===== src/verilog/hbt_defs.svh =====
`ifndef HBT_DEFS_SVH
`define HBT_DEFS_SVH

// ****************************************
// Register offsets
// ****************************************
`define HBT_ADDR_UNLOCK     8'h0D
`define HBT_ADDR_CFG0       8'h11
`define HBT_ADDR_FULL_SCALE 8'h12
`define HBT_ADDR_SUPPLY_TH  8'h13
`define HBT_ADDR_SKIP_TH    8'h14
`define HBT_ADDR_INI_DELAY  8'h15
`define HBT_ADDR_WIDE_WIN   8'h16
`define HBT_ADDR_NARROW_WIN 8'h17
`define HBT_ADDR_BLANKING   8'h18
`define HBT_ADDR_BRAKE_CYC  8'h19
`define HBT_ADDR_FIRST      8'h0D
`define HBT_ADDR_LAST       8'h19
`define HBT_NUM_REGS        13

// ****************************************
// Writable bit masks, reserved bits clear
// ****************************************
`define HBT_MASK_UNLOCK     8'h01
`define HBT_MASK_CFG0       8'h7F
`define HBT_MASK_FULL       8'hFF
`define HBT_MASK_SKIP_TH    8'h7F
`define HBT_MASK_INI_DELAY  8'h9F
`define HBT_MASK_WIDE_WIN   8'h1F
`define HBT_MASK_NARROW_WIN 8'hF7
`define HBT_MASK_BLANKING   8'h3F
`define HBT_MASK_BRAKE_CYC  8'h1F

// ****************************************
// Field positions
// ****************************************
`define HBT_POS_UNLOCK      0
`define HBT_POS_TWO_POINT   6
`define HBT_POS_EMF_EN      3
`define HBT_POS_ACT_SEL     2
`define HBT_POS_RESTORE_DIS 7
`define HBT_POS_NARROW      4

// ****************************************
// Reset values
// ****************************************
`define HBT_RST_REG         8'h00

// ****************************************
// Timing
// ****************************************
`define HBT_CLK_NS          50
`define HBT_BLANK_LSB_NS    5000
`define HBT_BLANK_STEP_CYC  ((`HBT_BLANK_LSB_NS + `HBT_CLK_NS - 1) / `HBT_CLK_NS)
`define HBT_WIN_SHIFT       5
`define HBT_BLANK_CAP_SHIFT 6

`endif


===== src/verilog/hbt_pkg.sv =====
package hbt_pkg;

  typedef struct packed {
    logic       wr;
    logic       rd;
    logic [7:0] addr;
    logic [7:0] wdata;
  } hbt_reg_req_t;

  typedef struct packed {
    logic       fault_unlock_bit;
    logic       brake_two_point_measure;
    logic       resonance_detect_enable;
    logic       actuator_type_select;
    logic [7:0] full_scale_voltage;
    logic [7:0] supply_disable_level;
    logic [6:0] detect_skip_threshold;
    logic       guess_restore_disable;
    logic [4:0] initial_delay_half_periods;
    logic [4:0] wide_window_length;
    logic [3:0] narrow_window_length;
    logic [2:0] post_detect_skip_count;
    logic [5:0] blanking_length;
    logic [4:0] braking_half_periods;
  } hbt_cfg_t;

  typedef struct packed {
    logic drive_request;
    logic half_period_tick;
    logic pattern_start;
    logic polarity_change;
    logic detect_done;
    logic window_start;
    logic window_narrow;
  } hbt_evt_t;

endpackage : hbt_pkg


===== src/verilog/hbt_regfile.sv =====
`timescale 1ns/1ns
`include "hbt_defs.svh"

module hbt_regfile (
  input  wire logic               clk,
  input  wire logic               srst,
  input  wire hbt_pkg::hbt_reg_req_t req,
  input  wire logic               unlock_clr,
  output logic [7:0]              rdata,
  output hbt_pkg::hbt_cfg_t       cfg
);
  import hbt_pkg::*;

  typedef struct packed {
    logic [`HBT_NUM_REGS-1:0][7:0] mem;
    logic [7:0]                    rdata;
  } hbt_rf_state_t;

  hbt_rf_state_t st_q;
  hbt_rf_state_t st_d;

  // Unmapped and reserved offsets answer zero
  function automatic logic [7:0] wmask(input logic [7:0] a);
    case (a)
      `HBT_ADDR_UNLOCK:     wmask = `HBT_MASK_UNLOCK;
      `HBT_ADDR_CFG0:       wmask = `HBT_MASK_CFG0;
      `HBT_ADDR_FULL_SCALE: wmask = `HBT_MASK_FULL;
      `HBT_ADDR_SUPPLY_TH:  wmask = `HBT_MASK_FULL;
      `HBT_ADDR_SKIP_TH:    wmask = `HBT_MASK_SKIP_TH;
      `HBT_ADDR_INI_DELAY:  wmask = `HBT_MASK_INI_DELAY;
      `HBT_ADDR_WIDE_WIN:   wmask = `HBT_MASK_WIDE_WIN;
      `HBT_ADDR_NARROW_WIN: wmask = `HBT_MASK_NARROW_WIN;
      `HBT_ADDR_BLANKING:   wmask = `HBT_MASK_BLANKING;
      `HBT_ADDR_BRAKE_CYC:  wmask = `HBT_MASK_BRAKE_CYC;
      default:              wmask = 8'h00;
    endcase
  endfunction : wmask

  function automatic logic [3:0] idx(input logic [7:0] a);
    idx = 4'(a - `HBT_ADDR_FIRST);
  endfunction : idx

  function automatic logic [7:0] rd(input hbt_rf_state_t s, input logic [7:0] a);
    rd = s.mem[idx(a)];
  endfunction : rd

  always_comb begin
    st_d = st_q;
    if (unlock_clr) begin
      st_d.mem[idx(`HBT_ADDR_UNLOCK)][`HBT_POS_UNLOCK] = 1'b0;
    end
    // Reserved bits never store
    if (req.wr && wmask(req.addr) != 8'h00) begin
      st_d.mem[idx(req.addr)] = req.wdata & wmask(req.addr);
    end
    if (req.rd) begin
      st_d.rdata = (wmask(req.addr) != 8'h00) ? rd(st_q, req.addr) : 8'h00;
    end
  end

  always_ff @(posedge clk) begin
    if (srst) begin
      st_q.mem   <= {`HBT_NUM_REGS{`HBT_RST_REG}};
      st_q.rdata <= 8'h00;
    end else begin
      st_q <= st_d;
    end
  end

  assign rdata = st_q.rdata;

  always_comb begin
    cfg.fault_unlock_bit           = st_q.mem[idx(`HBT_ADDR_UNLOCK)][`HBT_POS_UNLOCK];
    cfg.brake_two_point_measure    = st_q.mem[idx(`HBT_ADDR_CFG0)][`HBT_POS_TWO_POINT];
    cfg.resonance_detect_enable    = st_q.mem[idx(`HBT_ADDR_CFG0)][`HBT_POS_EMF_EN];
    cfg.actuator_type_select       = st_q.mem[idx(`HBT_ADDR_CFG0)][`HBT_POS_ACT_SEL];
    cfg.full_scale_voltage         = st_q.mem[idx(`HBT_ADDR_FULL_SCALE)];
    cfg.supply_disable_level       = st_q.mem[idx(`HBT_ADDR_SUPPLY_TH)];
    cfg.detect_skip_threshold      = st_q.mem[idx(`HBT_ADDR_SKIP_TH)][6:0];
    cfg.guess_restore_disable      = st_q.mem[idx(`HBT_ADDR_INI_DELAY)][`HBT_POS_RESTORE_DIS];
    cfg.initial_delay_half_periods = st_q.mem[idx(`HBT_ADDR_INI_DELAY)][4:0];
    cfg.wide_window_length         = st_q.mem[idx(`HBT_ADDR_WIDE_WIN)][4:0];
    cfg.narrow_window_length       = st_q.mem[idx(`HBT_ADDR_NARROW_WIN)][`HBT_POS_NARROW +: 4];
    cfg.post_detect_skip_count     = st_q.mem[idx(`HBT_ADDR_NARROW_WIN)][2:0];
    cfg.blanking_length            = st_q.mem[idx(`HBT_ADDR_BLANKING)][5:0];
    cfg.braking_half_periods       = st_q.mem[idx(`HBT_ADDR_BRAKE_CYC)][4:0];
  end

endmodule : hbt_regfile


===== src/verilog/hbt_core.sv =====
`timescale 1ns/1ns
`include "hbt_defs.svh"

// Functional notes
// - An eight-bit full-scale drive voltage register, 21.57mV per step, is the amplitude reference.
// - The effective full scale is the smaller of that setting and the measured haptic supply.
// - Supply below the eight-bit disable level locks the driver off, pulses the interrupt and sets the fault flag.
// - After a lockout the driver only restarts once software has written the unlock bit to 1.
// - Detection is skipped while the lower seven amplitude bits are below the seven-bit skip threshold.
// - With restore-disable 0 the initial guess is reloaded when braking ends, with 1 the frequency is kept.
// - A five-bit count of half periods is skipped after pattern start, polarity change or amplitude recovery.
// - The wide window lasts its five-bit field times one thirty-second of the sine period.
// - The narrow window lasts its four-bit field times one thirty-second of the sine period.
// - After each detection outside braking a three-bit count of half periods is skipped.
// - The comparator is blanked for six-bit field times 128 cycles of 25.6MHz after window entry and before exit.
// - Blanking is capped at one sixty-fourth of the period except when braking with two-point measurement.
// - The unlock bit returns to 0 by itself two cycles after it is stored, whether or not the fault flag has cleared.
// - Actuator select 0 is eccentric mass, 1 is linear resonant; the enable bit turns detection on in linear resonant mode only.
// - While braking half periods run, the initial-delay and post-detection skips are masked.
module hbt_core (
  input  wire logic                  clk,
  input  wire logic                  srst,
  input  wire hbt_pkg::hbt_reg_req_t reg_req,
  output logic [7:0]                 reg_rdata,
  input  wire logic [7:0]            supply_level,
  input  wire logic [7:0]            output_amplitude,
  input  wire logic [15:0]           period_cycles,
  input  wire hbt_pkg::hbt_evt_t     evt,
  output logic [7:0]                 effective_full_scale,
  output logic                       driver_enable,
  output logic                       driver_fault_flag,
  output logic                       supply_low_interrupt,
  output logic                       lra_mode,
  output logic                       detect_allow,
  output logic                       braking_active,
  output logic                       load_initial_guess,
  output logic [15:0]                wide_window_cycles,
  output logic [15:0]                narrow_window_cycles,
  output logic [15:0]                blank_cycles,
  output logic                       window_active,
  output logic                       comparator_blank
);
  import hbt_pkg::*;

  typedef struct packed {
    logic        fault;
    logic        irq;
    logic        unlock_clr;
    logic        enable;
    logic        below;
    logic [4:0]  skip_cnt;
    logic [4:0]  brk_cnt;
    logic        restore;
    logic        allow;
    logic [7:0]  vfs_eff;
    logic [15:0] wide_len;
    logic [15:0] narrow_len;
    logic [15:0] blank_len;
    logic [15:0] win_left;
    logic [15:0] win_used;
    logic        win_act;
    logic        blank;
  } hbt_state_t;

  hbt_state_t st_q;
  hbt_state_t st_d;
  hbt_cfg_t   cfg;

  logic        below_now;
  logic        fault_set;
  logic        brake_end;
  logic [15:0] blank_req;
  logic [15:0] blank_cap;
  logic [15:0] new_len;
  logic        lra_sel_q;

  // ****************************************
  // Register file
  // ****************************************
  hbt_regfile u_regs (
    .clk        (clk),
    .srst       (srst),
    .req        (reg_req),
    .unlock_clr (st_q.unlock_clr),
    .rdata      (reg_rdata),
    .cfg        (cfg)
  );

  // Window length in clock cycles from a field in 1/32 period steps
  function automatic logic [15:0] win_cycles(input logic [4:0] field, input logic [15:0] period);
    logic [20:0] prod;
    prod       = 21'(field) * 21'(period);
    win_cycles = prod[`HBT_WIN_SHIFT +: 16];
  endfunction : win_cycles

  // ****************************************
  // Next state
  // ****************************************
  always_comb begin
    st_d = st_q;

    // Full scale tracks a sagging supply
    st_d.vfs_eff = (cfg.full_scale_voltage < supply_level) ? cfg.full_scale_voltage
                                                           : supply_level;

    // Lockout; a live undervoltage beats the unlock
    fault_set        = supply_level < cfg.supply_disable_level;
    st_d.fault       = fault_set || (st_q.fault && !cfg.fault_unlock_bit);
    st_d.irq         = fault_set && !st_q.fault;
    st_d.unlock_clr  = cfg.fault_unlock_bit && !st_q.unlock_clr;
    st_d.enable      = evt.drive_request && !st_d.fault;

    // Amplitude magnitude versus skip threshold
    below_now  = output_amplitude[6:0] < cfg.detect_skip_threshold;
    st_d.below = below_now;

    // Braking half periods after a polarity flip
    brake_end = evt.half_period_tick && st_q.brk_cnt == 5'd1;
    if (evt.polarity_change) begin
      st_d.brk_cnt = cfg.braking_half_periods;
    end else if (evt.half_period_tick && st_q.brk_cnt != 5'd0) begin
      st_d.brk_cnt = st_q.brk_cnt - 5'd1;
    end
    st_d.restore = brake_end && !evt.polarity_change && !cfg.guess_restore_disable;

    // Skip counting; held still during braking so it takes effect afterwards
    if (evt.pattern_start || evt.polarity_change || (st_q.below && !below_now)) begin
      st_d.skip_cnt = cfg.initial_delay_half_periods;
    end else if (evt.detect_done && st_q.brk_cnt == 5'd0) begin
      st_d.skip_cnt = 5'(cfg.post_detect_skip_count);
    end else if (evt.half_period_tick && st_q.skip_cnt != 5'd0 && st_q.brk_cnt == 5'd0) begin
      st_d.skip_cnt = st_q.skip_cnt - 5'd1;
    end

    st_d.allow = cfg.resonance_detect_enable && cfg.actuator_type_select && st_d.enable
                 && !below_now
                 && (st_d.brk_cnt != 5'd0 || st_d.skip_cnt == 5'd0);

    // Window and blanking lengths
    st_d.wide_len   = win_cycles(cfg.wide_window_length, period_cycles);
    st_d.narrow_len = win_cycles({1'b0, cfg.narrow_window_length}, period_cycles);
    blank_req       = 16'(cfg.blanking_length) * 16'(`HBT_BLANK_STEP_CYC);
    blank_cap       = period_cycles >> `HBT_BLANK_CAP_SHIFT;
    if (st_q.brk_cnt != 5'd0 && cfg.brake_two_point_measure) begin
      st_d.blank_len = blank_req;
    end else begin
      st_d.blank_len = (blank_req < blank_cap) ? blank_req : blank_cap;
    end

    // Window timer; a new start restarts the window
    new_len = evt.window_narrow ? st_q.narrow_len : st_q.wide_len;
    if (evt.window_start) begin
      st_d.win_left = new_len;
      st_d.win_used = 16'h0000;
    end else if (st_q.win_left != 16'h0000) begin
      st_d.win_left = st_q.win_left - 16'h0001;
      st_d.win_used = st_q.win_used + 16'h0001;
    end
    st_d.win_act = st_d.win_left != 16'h0000;
    // Blank the head and the tail of each window
    st_d.blank   = st_d.win_act && (st_d.win_used < st_q.blank_len
                                    || st_d.win_left <= st_q.blank_len);
  end

  // ****************************************
  // State register
  // ****************************************
  always_ff @(posedge clk) begin
    if (srst) begin
      st_q <= '0;
    end else begin
      st_q <= st_d;
    end
  end

  // ****************************************
  // Outputs
  // ****************************************
  assign effective_full_scale = st_q.vfs_eff;
  assign driver_enable        = st_q.enable;
  assign driver_fault_flag    = st_q.fault;
  assign supply_low_interrupt = st_q.irq;
  assign lra_mode             = lra_sel_q;
  assign detect_allow         = st_q.allow;
  assign braking_active       = st_q.brk_cnt != 5'd0 ? 1'b1 : 1'b0;
  assign load_initial_guess   = st_q.restore;
  assign wide_window_cycles   = st_q.wide_len;
  assign narrow_window_cycles = st_q.narrow_len;
  assign blank_cycles         = st_q.blank_len;
  assign window_active        = st_q.win_act;
  assign comparator_blank     = st_q.blank;

  // Mode select mirrored from its register bit
  always_ff @(posedge clk) begin
    if (srst) begin
      lra_sel_q <= 1'b0;
    end else begin
      lra_sel_q <= cfg.actuator_type_select;
    end
  end

endmodule : hbt_core


===== config.mk =====
export PLATFORM = sky130hd
export DESIGN_NAME = hbt_core
export DESIGN_NICKNAME = d
export VERILOG_FILES = /design/src/verilog/hbt_pkg.sv /design/src/verilog/hbt_regfile.sv /design/src/verilog/hbt_core.sv
export VERILOG_INCLUDE_DIRS = /design/src /design/src/verilog
export SDC_FILE = /design/constraint.sdc
export NUM_CORES = 1
export LEC_CHECK = 0
export BUFFER_PORTS_ARGS = -buffer_cell sky130_fd_sc_hd__buf_2
export CAP_MARGIN = 20
export CORE_ASPECT_RATIO = 1.4
export CORE_UTILIZATION = 45
export DETAILED_ROUTE_END_ITERATION = 16
export PLACE_DENSITY_LB_ADDON = 0.05
export SYNTH_ARGS = -nofsm -noshare
export SYNTH_HDL_FRONTEND = slang
export SYNTH_SLANG_ARGS = --single-unit
export TNS_END_PERCENT = 50

===== constraint.sdc =====
create_clock -name clk -period 5.9 [get_ports clk]
set_input_delay 1.475 -clock clk [delete_from_list [all_inputs] [get_ports clk]]
set_output_delay 1.475 -clock clk [all_outputs]
set_load 0.02 [all_outputs]

Word level (Yosys, flattened, before mapping):

Memory sizes are Yosys's and may differ from the RTL's.
Cells that the tools add are included.

* memories kept: 3
* input bits: 59
* logic and storage cells: 126
* flip-flop bits (word level): 220
* memory bits (read-only): 768
* output and inout bits: 73

* reduce and logical (&&, ||, !) cells: 44
* multiply operators: 3
* order comparisons: 8
* add/sub/neg operators: 5
* mux-type cells: 25
* equality and inequality tests: 1
* bitwise operators: 1

Memory list
* (no name shown): depth 32, width 8, rd ports 1, clocked after memory_dff 0, write ports 0, line hbt_regfile.sv:24 `case (a)`
* (no name shown): depth 32, width 8, rd ports 1, clocked after memory_dff 0, write ports 0, line hbt_regfile.sv:24
* (no name shown): depth 32, width 8, rd ports 1, clocked after memory_dff 0, write ports 0, line hbt_regfile.sv:24

Operators by type and width (count)
* $bwmux 104: 1
* $mux 8: 9
* $mux 32: 2
* $bmux 8 s4: 1
* $demux 8 s4: 1
* $reduce_bool 16->1: 2
* $mux 13: 2
* $mux 5: 5
* $mul 5x16->21: 1
* $logic_and 1x1->1: 20
* $mul 4x16->20: 1
* $add 16x1->16 const B: 1
* $le 16x16->1: 1
* $lt 16x16->1: 1
* $lt 8x8->1: 2
* $mux 16: 1
* $reduce_bool 8->1: 2
* $sub 16x1->16 const B: 1
* $reduce_bool 5->1: 3
* $lt 13x10->1: 1
* $mul 6x5->11 const B: 1
* $logic_not 5->1: 2
* $sub 5x1->5 const B: 2
* $and 8x8->8: 1
* other kinds (11): 23

Logic depth before layout (Yosys ltp):

Gate-level depths: netlist of run 1.

* word-level depth: 9
* gate-level depth with buffers: 17

Cells and area by module:

Synthesis of run 1 repeated with hierarchy kept, for this count alone.

* cell total of the unflattened synthesis: 1849
* area total of the unflattened synthesis: 16617.2 um2

Modules (own cells, without submodules)
* hbt_core: instances 1, area each 10508.8 um2, sequential area each 2082.0 um2, cells an instance 1273
* hbt_regfile: instances 1, area each 6108.4 um2, sequential area each 2242.2 um2, cells an instance 576

Least setup slack after synthesis of run 1:

No wires, ideal clock.

* path type: input to register
* from: input period_cycles[0]
* to: register st_q (netlist bit wide_window_cycles[14])
* arrival: 5.419 ns
* setup slack: 0.422 ns
* buffers on the path: 0
* stages: 14
* library setup time: 0.059 ns
* path through: nand2_1 > fa_1 > fa_1 > inv_1 > fa_1 > ha_1 > a21oi_1 > o22ai_1 > o41a_1 > a41o_1 > a221o_1 > a41o_1 > or4b_1 > nand2_1

* word-level cells in the longest chain between the ends: 1

RTL lines
* start, declared: line hbt_core.sv:27 `input wire logic [15:0] period_cycles,`
* $mul 5x16->21: line hbt_core.sv:92 `prod = 21'(field) * 21'(period);`
* end signal, assigned: line hbt_core.sv:172 `st_q <= st_d;`
* end, declared: line hbt_core.sv:65 `hbt_state_t st_q;`

Every way passes these cells.
A chain may end at the register's enable or synchronous reset.

Final worst setup path of run 1:

* from: input period_cycles[2]
* to: register st_q (netlist bit wide_window_cycles[14])

The elaborated chain is that of the path after synthesis.

==> summary.md, run 1 <==
| Metric | Value |
|---|---|
| Post-synth EDFFs | 0 |
| DRT iter0 DRCs | 667 |
| Clk pin slew, worst setup/hold paths | roughly 0.06 ns |
| Antenna diodes | 0 |
| Final WS setup | roughly 0.65 ns |
| Synth unique cells | between 70 and 80 |
| HP Class | flop to flop |
| P_leak | between 8 and 9 nW |
| Worst rel slew slack | between 30% and 40% |
| Final setup viols | 0 |
| Worst r2r src | u_regs.cfg[22] |
| Synth Flop Type | dfxtp_1 |
| RSZ-0062 raised after global routing | no |
| Clock latency on the worst-skew pair | between 0.5 and 0.6 ns |
| TritonCTS buffer count | 24 |
| Top-count cell post-synth | dfxtp_1 |
| Maximum clock frequency | approximately 190 MHz |
| Clock sink total | about 220 |
| Final nets | just over 2000 |
| Main combinational cell family by area after synthesis | adder cells |
| Final hold vios | 0 |
| All-Layer GR Usage | 22.7% |
| Die width | between 150 and 200 µm |
| Via density | between 5 and 6 |
| H-tree depth | 1 |
| Clock Tree Root | clkbuf_16 |
| Max-Cap Viols | 0 |
| Die Ht | roughly 220 µm |
| Post-synthesis sequential area ratio | between 20 and 30% |
| DRC violations left | 0 |
| Total vias in the final route | 11893 |
| Initial core utilization | about 46% |
| Post-synth ARST share | 0% |
| Ports | around 130 |
| Vias in the first global route | approximately 12000 |
| Setup WS pre-CTS | 0.0672 ns |
| Skew final | approximately 0.012 ns |
| Simple logic cell fraction of the synthesized area | ~20% |
| Post-synthesis xor/xnor area fraction | about 3.2% |
| Outcome | finished clean |
| Dominant cells by area after synthesis | dfxtp_1 27%, ha_1 11%, fa_1 8.8% |
| Yosys reg bits | 216 |
| Power Density | slightly above 200 nW/µm² |
| Cell family with the largest share of critical-path delay | adder cells |
| Peak supply drop | approximately 0.19 mV |
| Core footprint | 34200 µm² |
| Global placement routability congestion | about 0.85 |
| WL/cell | between 15 and 20 µm |
| Post-Place Cells | between 2000 and 2500 |
| Pin count of the biggest net entering global routing | 124 |
| Yosys warnings | 0 |
| Detailed placer's ending HPWL | 30.7 mm |
| Worst Hold End | st_q[104] |
| Startpoint types | primary input |
| Die area | around 36000 µm² |
| Crit path time final | 5.25 ns |
| CTS tree | yes |
| Adder-cell share of the synthesized area | roughly a fifth |
| Final instance area | around 17000 µm² |
| Post_cts resized | 0 |
| Crit path from | period_cycles[2] |
| Layout area overhead | 9.50% |
| Tcrit/Tclk final | just under 90% |
| Crit path DAT | between 5 and 6 ns |
| Cells after synthesis | between 1500 and 2000 |
| Initial antenna violation count | 0 |
| Post-synthesis mux area share | a little over an eighth |
| First-pass GRT wire length | around 64 mm |
| Slew Limit Fails | 0 |
| Fillers | 3362 |
| Post-CTS Setup Bufs | 0 |
| I/O Buffers | 126 |
| Syn_area_per_cell | 9.01 µm² |
| Share of layout cells above drive strength 1 | between 10 and 15% |
| CP Class | primary input to flop |
| Area leader, netlist | dfxtp_1 |
| RR Endpoint | wide_window_cycles[14] |
| Post-route ant nets | 0 |
| Crit path buf inv count | 2 |
| Setup crit end kind | flop |
| Hold path depth | 1 |
| Synth top area share | a little over a quarter |
| Slowest cell on the critical path | fa_1 |
| Crit path cell chain | buf_2, nand2_1, fa_1, fa_1, inv_1, fa_1, ha_1, a21oi_1, o22ai_1, o41a_1, a41o_1, a221o_1, a41o_1, or4b_1, nand2_1 |
| Worst Path Max Fanout | 6 |
| Compound-Gate Fraction of Synth Area | ~7.3% |
| Crit-path most repeated cell | fa_1 |
| Final wirelength | around 40 mm |
| WP data required | 6.38 ns |
| Worst Tran Pin Value | approximately 0.99 ns |
| Reg2Reg Setup Slack | around 0.88 ns |
| Mapped cell area | 15700 µm² |
| Total gr overflow | 0 |
| Clock buffer depth | 3 |
| Critical Path Max Stage Delay | ~0.54 ns |
| Commonest cells post-synth | 216 x dfxtp_1, 197 x nor2_1, 156 x inv_1, 137 x ha_1, 135 x mux2i_1 |
| Hold buffers post-CTS | 0 |
| Worst hold start | st_q[104] |
| Placed Instance Area | 16300 µm² |
| Drt first pass iters | 5 |
| Cell Count, Final, Fillers Out | 2245 |
| Site Rows | 80 |
| Setup TNS | 0 ns |
| R2R depth | 14 |
==> cells by family (layout without fill, tap and decap cells) <==
family / Yosys count / after routing
buf+inv: 306 / 351
simple gates: 603 / 603
flops: 216 / 216
mux: 175 / 175
xor+xnor: 58 / 58
fa+ha+maj: 206 / 206
compound gates: 181 / 181
other cells: 1 / 4
==> flip-flops by register name, summed over array words and instances (netlist names), 8 cells and up <==
| name | cells |
|---|---|
| u_regs.rdata | 8 |
| st_q | 44 |
| blank_cycles | 13 |
| narrow_window_cycles | 15 |
| effective_full_scale | 8 |
| u_regs.cfg | 56 |
| u_regs.st_q | 48 |
| wide_window_cycles | 16 |
==> through the flow <==
stage / hold WS, ns / utilization [%] / total power [mW]
after floorplan: 0.391 / - / 1.78
after global placement: 0.398 / 47.7 / 1.90
after detailed placement: 0.407 / 47.7 / 1.90
after CTS: 0.417 / 50.3 / 3.62
after global routing: 0.435 / 50.3 / 3.72
final: 0.418 / 50.3 / 3.58
==> final cells by class <==
type                            count  area, µm²  share of cell area, %
Clock buffer                       29        661                   3.83
Timing Repair Buffer              151        837                   4.86
Multi-Input combinational cell   1227      10000                   58.2
Tap cell                          451        564                   3.28
Clock inverter                     15        236                   1.37
Sequential cell                   216       4320                   25.1
Inverter                          156        586                   3.40
==> where the power goes <==
group	internal (mW)	total, mW	switching (mW)
clock network	1.06	1.71	0.642
registers	1.47	1.49	0.0149
logic	0.144	0.384	0.241
total	2.68	3.58	0.898
==> worst reg2reg max path, delay by kind of cell, from the launching register on <==
family / cells / cell delay [ns]
simple gates: 3 / 0.70
compound gates: 6 / 1.60
buf+inv: 1 / 0.05
fa+ha+maj: 4 / 1.90
flops: 1 / 0.72
==> per-layer routing <==
metal	track usage (%)	up-vias	share of wire, %
met5	0	-	0
met4	9.00	0	3.6
met3	2.44	71	2.6
met2	43.3	191	54
met1	25.5	5746	40
li1	-	5885	-
==> cells in the final DEF, fill, tap and decap left out, drive strengths merged, types with 5 or more instances in the layout <==
cell,n
nor2,197
a21o,17
and3,13
or4,6
nand4,23
mux2,8
fa,69
nand2b,20
nor2b,25
xnor2,33
and4,7
o211ai,8
ha,137
o21ai,35
nand2,93
o21a,10
nor3,43
mux4,32
or3,6
clkinv,6
bufinv,6
a21oi,65
and2,98
inv,157
xor2,25
nor4,9
or2,5
clkbuf,29
a211oi,8
dfxtp,216
buf,151
mux2i,135
nand3,38
==> how the worst max path moves through the flow <==
stage / endpoint / depth (start not counted)
2_1_floorplan: wide_window_cycles[14] / 14
3_3_place_gp: wide_window_cycles[14] / 15
3_5_place_dp: wide_window_cycles[14] / 15
4_1_cts: wide_window_cycles[14] / 15
5_1_grt: wide_window_cycles[14] / 15
6_report: wide_window_cycles[14] / 15
No activity file was read; power rests on OpenSTA's default activity.
==> run 2: changes to the inputs <==
--- a/config.mk
+++ b/config.mk
@@ -6,6 +6,7 @@
 export SDC_FILE = /design/constraint.sdc
 export NUM_CORES = 1
 export LEC_CHECK = 0
+export ABC_AREA = 1
 export BUFFER_PORTS_ARGS = -buffer_cell sky130_fd_sc_hd__buf_2
 export CAP_MARGIN = 20
 export CORE_ASPECT_RATIO = 1.4
==> summary.md, run 2 <==
| Metric | Value |
|---|---|
| WL/cell | 16.5 µm |
| Largest register FFs | 56 |
| Share of layout cells above drive strength 1 | under 10% |
| Total gr overflow | 0 |
| Crit path time final | between 4 and 5 ns |
| Commonest cells post-synth | 418 x nand2_1, 413 x inv_1, 251 x a21oi_1, 216 x dfxtp_1, 207 x o21ai_0 |
| Final nets | roughly 2600 |
| Total vias in the final route | about 15000 |
| H-tree depth | 1 |
| Via density | 5.20 |
| Final hold vios | 0 |
| CP Class | primary input to flop |
| Layout area overhead | 6.72% |
| Post_cts resized | 0 |
| Final setup viols | 0 |
| Min Hold Slack | between 0.4 and 0.5 ns |
| Core footprint | 36100 µm² |
| Site Rows | 82 |
| Top-count cell post-synth | nand2_1 |
| Peak supply drop | 0.248 mV |
| Setup TNS | 0 ns |
| Post-synthesis sequential area ratio | about a quarter |
| Internal power | between 2 and 3 mW |
| Synth top area share | about a quarter |
| Max-Cap Viols | 0 |
| Commonest non-fill, non-tap cell in the layout | nand2_1 |
| CTS tree | yes |
| Die width | roughly 160 µm |
| Combinational share of power | 14.1% |
| Maximum clock frequency | ~210 MHz |
| Cells after synthesis | ~2400 |
| TritonCTS buffer count | 24 |
| Setup crit end kind | flop |
| Hold buffers post-CTS | 0 |
| Power Density | ~200 nW/µm² |
| Post-synth ARST share | 0% |
| All-Layer GR Usage | about a quarter |
| Slew Limit Fails | 0 |
| DRC violations left | 0 |
| Die area | 37700 µm² |
| Final wirelength | 46.9 mm |
| HP Class | flop to flop |
| Mapped cell area | 16600 µm² |
| Clk network pwr share | 43.4% |
| Area leader, netlist | dfxtp_1 |
| Fillers | 3737 |
| Antenna diodes | 0 |
| Vias in the first global route | between 10000 and 15000 |
| DRT iter0 DRCs | approximately 820 |
| FF+latch area | 4320 µm² |
| First-pass GRT wire length | around 75 mm |
| Yosys warnings | 0 |
| Most frequent cells in the layout | 418 x nand2_1, 412 x inv_1, 251 x a21oi_1 |
| Synth unique cells | 62 |
| Clk pin slew, worst setup/hold paths | roughly 0.060 ns |
| Drt first pass iters | 5 |
| Post-route ant nets | 0 |
| Clock latency on the worst-skew pair | 0.55 ns |
| Startpoint types | primary input |
| Outcome | finished clean |
| Pin count of the biggest net entering global routing | about 100 |
| Synth Flop Type | dfxtp_1 |
| I/O Buffers | roughly 130 |
| Clock sink total | 216 |
| Area of the multi-input gates | ~10000 µm² |
| Global placement routability congestion | around 0.9 |
| Clock Tree Root | clkbuf_16 |
| Crit path DAT | between 5 and 6 ns |
| Flop pwr share | around 43% |
| Detailed placer's ending HPWL | ~36 mm |
| Initial core utilization | between 40% and 50% |
| Yosys reg bits | around 220 |
| Tcrit/Tclk final | between 80 and 90% |
| Dominant cells by area after synthesis | dfxtp_1 26%, ha_1 10%, nand2_1 9.4% |
| Die Ht | ~230 µm |
| Syn_area_per_cell | between 7 and 8 µm² |
| P_leak | approximately 9 nW |
| Skew final | between 0.01 and 0.015 ns |
| Post-CTS Setup Bufs | 0 |
| RSZ-0062 raised after global routing | no |
| Worst rel slew slack | 39.1% |
| P_sw | between 1 and 1.5 mW |
| Clock buffer depth | 3 |
| Worst Tran Pin Value | around 0.91 ns |
| Post-synth EDFFs | 0 |
| WP data required | 6.32 ns |
| Tot Pwr | approximately 3.5 mW |
| Worst Path Max Fanout | 11 |
| Switching share of power | around 29% |
| Initial antenna violation count | 0 |
| Ports | ~130 |
-- run 2: cell types whose count changed in the layout (fill, tap and decap cells not counted), moves of 20 or more --
cell,delta
nand2_1,+325
inv_1,+256
o21ai_1,+27
nand3_1,+49
mux4_2,-32
xnor2_1,-29
nor3_1,-24
nand2b_1,-20
a21oi_1,+186
nor2b_1,-25
and2_1,-94
mux2i_1,-135
o21ai_0,+173
nor2_1,-20
-- run 2: worst max-delay path, stage by stage --
cell and delay [ns]:
buf_2 0.24, nand2_1 0.08, inv_1 0.10, fa_1 0.45
fa_1 0.55, inv_1 0.06, fa_1 0.54, inv_1 0.05
ha_1 0.39, a21oi_1 0.22, o21ai_0 0.09, o21bai_1 0.18
o21ai_0 0.36, o21ai_0 0.18, o21ai_0 0.16, a21oi_1 0.05
-- run 2: kinds of logic after synthesis --
kind of cell    synth area share [%]
simple gates                    20.3
buf+inv                         15.6
compound gates                  18.3
flops                           26.0
xor+xnor                        1.10
fa+ha+maj                       18.6
other cells                   0.0225
-- run 2: worst paths after layout --
path	slack (ns)	endpoint	from	cells past startpoint
hold / removal	0.44	u_regs.st_q[38]	u_regs.st_q[38]	2
setup / recovery	1.12	wide_window_cycles[15]	period_cycles[6]	16
setup reg to reg	1.45	wide_window_cycles[15]	u_regs.cfg[20]	16
hold reg to reg	0.44	u_regs.st_q[38]	u_regs.st_q[38]	2
-- run 2: routing by layer --
layer  vias to the layer above  part of all wire, %  track usage (%)
met2                       327                   52             48.2
met3                        78                  3.5             2.10
met4                         0                  3.8             9.69
li1                       7511                    -                -
met1                      6886                   40             28.6
met5                         -                    0                0
-- run 2: through the flow --
stage	util [%]	cell area (µm²)	worst slack (ns)	instances
3_5_place_dp	47.0	17000	0.558	2804
2_1_floorplan	-	16600	1.07	2374
6_report	49.1	17700	1.12	2847
5_1_grt	49.1	17700	0.786	2847
4_1_cts	49.1	17700	1.12	2847
3_3_place_gp	47.0	17000	0.555	2804
-- run 2: cell type report --
type	count	area share, %
clock buffer	33	3.80
multi-input combinational	1564	54.8
inverter	426	9.12
timing repair buffer	136	4.05
sequential	216	24.4
tap	462	3.26
clock inverter	10	0.649
-- run 2: power by group through the flow --
stage	clock network (mW)	logic (mW)	registers (mW)
after floorplan	0	0.358	1.53
after global placement	0	0.491	1.53
after detailed placement	0	0.498	1.53
after CTS	1.57	0.500	1.50
after global routing	1.62	0.562	1.50
final	1.53	0.497	1.50
==> run 3: changes to the inputs <==
--- a/config.mk
+++ b/config.mk
@@ -6,7 +6,7 @@
 export SDC_FILE = /design/constraint.sdc
 export NUM_CORES = 1
 export LEC_CHECK = 0
-export ABC_AREA = 1
+export ABC_AREA = 0
 export BUFFER_PORTS_ARGS = -buffer_cell sky130_fd_sc_hd__buf_2
 export CAP_MARGIN = 20
 export CORE_ASPECT_RATIO = 1.4
==> constraint.sdc (replaced) <==
create_clock -name clk -period 4.1 [get_ports clk]
set_input_delay 1.025 -clock clk [delete_from_list [all_inputs] [get_ports clk]]
set_output_delay 1.025 -clock clk [all_outputs]
set_load 0.02 [all_outputs]
==> summary.md, run 3 (same netlist as run 1, synthesis figures left out) <==
| Metric | Value |
|---|---|
| Outcome | finished with violations |
| Failing checks | negative setup slack |
| Initial antenna violation count | 0 |
| Site Rows | 80 |
| Die width | 160 µm |
| Final nets | approximately 2100 |
| P_leak | 9.08 nW |
| Reg2Reg Setup Slack | -0.23 ns |
| TritonCTS buffer count | 25 |
| Total vias in the final route | 12217 |
| Clock buffer depth | 3 |
| Clk pin slew, worst setup/hold paths | 0.06 ns |
| Tcrit/Tclk final | 108% |
| Commonest non-fill, non-tap cell in the layout | dfxtp_1 |
| Power Density | about 280 nW/µm² |
| WP data required | roughly 4.6 ns |
| Via density | around 5.2 |
| Final hold vios | 0 |
| Setup crit end kind | flop |
| First-pass GRT wire length | 66.9 mm |
| Most frequent cells in the layout | 213 x dfxtp_1, 197 x nor2_1, 155 x inv_1 |
| Min Hold Slack | between 0.4 and 0.5 ns |
| Worst rel slew slack | between 40% and 50% |
| RR Endpoint | wide_window_cycles[14] |
| DRC violations left | 0 |
| R2R depth | 15 |
| Crit path from | period_cycles[0] |
| Clock latency on the worst-skew pair | about 0.54 ns |
| H-tree depth | 1 |
| Share of layout cells above drive strength 1 | about a fifth |
| Post-route ant nets | 0 |
| Clock Tree Root | clkbuf_16 |
| Worst Tran Pin Value | about 0.85 ns |
| Core footprint | 34200 µm² |
| RSZ-0062 raised after global routing | yes |
| Worst Path Max Fanout | 3 |
| Clock sink total | ~220 |
| Max-Cap Viols | 0 |
| Final instance area | around 18000 µm² |
| Peak supply drop | roughly 0.29 mV |
| Initial core utilization | approximately 46% |
| Total gr overflow | 0 |
| Skew final | about 0.012 ns |
| DRT iter0 DRCs | approximately 550 |
| Detailed placer's ending HPWL | around 32 mm |
| Crit path DAT | roughly 4.9 ns |
| Setup TNS | -1.77 ns |
| Die Ht | around 220 µm |
| CP Class | primary input to flop |
| Maximum clock frequency | around 230 MHz |
| All-Layer GR Usage | 23.6% |
| Critical path endpoint | wide_window_cycles[14] |
| Slew Limit Fails | 0 |
| Die area | 35700 µm² |
| Placed Instance Area | approximately 17000 µm² |
| Worst r2r src | u_regs.cfg[20] |
| Pin count of the biggest net entering global routing | between 80 and 90 |
| Vias in the first global route | approximately 13000 |
| Post-Place Cells | 2300 |
| WL/cell | approximately 18 µm |
| Antenna diodes | 0 |
| Cell Count, Final, Fillers Out | between 2000 and 2500 |
| Final WS setup | -0.342 ns |
| Largest register FFs | 56 |
| Startpoint types | primary input |
| Global placement routability congestion | around 0.9 |
| Drt first pass iters | 5 |
| Crit path time final | ~4.4 ns |
| Layout area overhead | 16.3% |
| I/O Buffers | roughly 130 |
| HP Class | flop to flop |
| Final setup viols | 9 |
| Setup WS pre-CTS | -0.989 ns |
| CTS tree | yes |
| Ports | 132 |
| Final wirelength | 41.3 mm |
run 3: cell types whose count changed in the layout (fill, tap and decap cells not counted), sizes merged, moves of 22 or more:
| cell | change |
|---|---|
| nand2 | -333 |
| inv | -266 |
| o21ai | -205 |
| a21oi | -192 |
| mux2i | +135 |
| buf | +116 |
| and2 | +94 |
| nand3 | -59 |
| mux4 | +32 |
| xnor2 | +29 |
| nor2b | +25 |
| nor3 | +22 |
run 3: worst min path at each step:
stage	from	to	depth (start not counted)
2_1_floorplan	st_q[104]	st_q[104]	1
3_3_place_gp	st_q[104]	st_q[104]	1
3_5_place_dp	st_q[104]	st_q[104]	1
4_1_cts	st_q[104]	st_q[104]	1
5_1_grt	st_q[104]	st_q[104]	1
6_report	st_q[104]	st_q[104]	1
run 3: cell type report:
cell class              instances  area (µm²)
clock buffers                  33         716
clock inverters                10         185
fillers                      3260       15900
inverters                     156         586
multi-input cells            1227       10300
flip-flops and latches        216        4330
well taps                     451         564
repair buffers                252        1650
run 3: worst max-delay path, stage by stage:
cell and delay (ns):
buf_8 0.08, nand2_4 0.04, fa_1 0.50, fa_1 0.49, inv_1 0.05, fa_1 0.54
ha_4 0.22, a21oi_2 0.14, o22ai_2 0.11, o41a_1 0.40, a41o_1 0.24, a221o_1 0.35
a41o_1 0.21, or4b_1 0.46, nand2_1 0.07
run 3: timing repair:
item                                    in CTS  in global routing
gates cloned                                 0                  0
endpoints found under the setup margin      14                 17
pin swaps                                   17                  7
buffers inserted                             1                  2
gates resized for setup                     29                 20
hold buffers                                 0                  0
run 3: through the flow:
step | utilization [%] | total power [mW]
6_report | 53.4 | 5.18
5_1_grt | 53.4 | 5.38
4_1_cts | 53.2 | 5.23
3_5_place_dp | 50.1 | 2.77
3_3_place_gp | 50.1 | 2.76
2_1_floorplan | - | 2.56
run 3: power by group:
part           leakage [nW]  internal [mW]  switching (mW)
registers              1.74           2.12          0.0208
logic                  6.90          0.238           0.348
clock network         0.441           1.54           0.916
run 3: routing by layer:
metal | GRT usage [%] | part of all wire (%) | vias up
met1 | 25.6 | 39 | 5845
met3 | 2.27 | 2.5 | 84
met4 | 12.0 | 5.2 | 0
li1 | - | - | 6101
met5 | 0 | 0 | -
met2 | 45.0 | 53 | 187
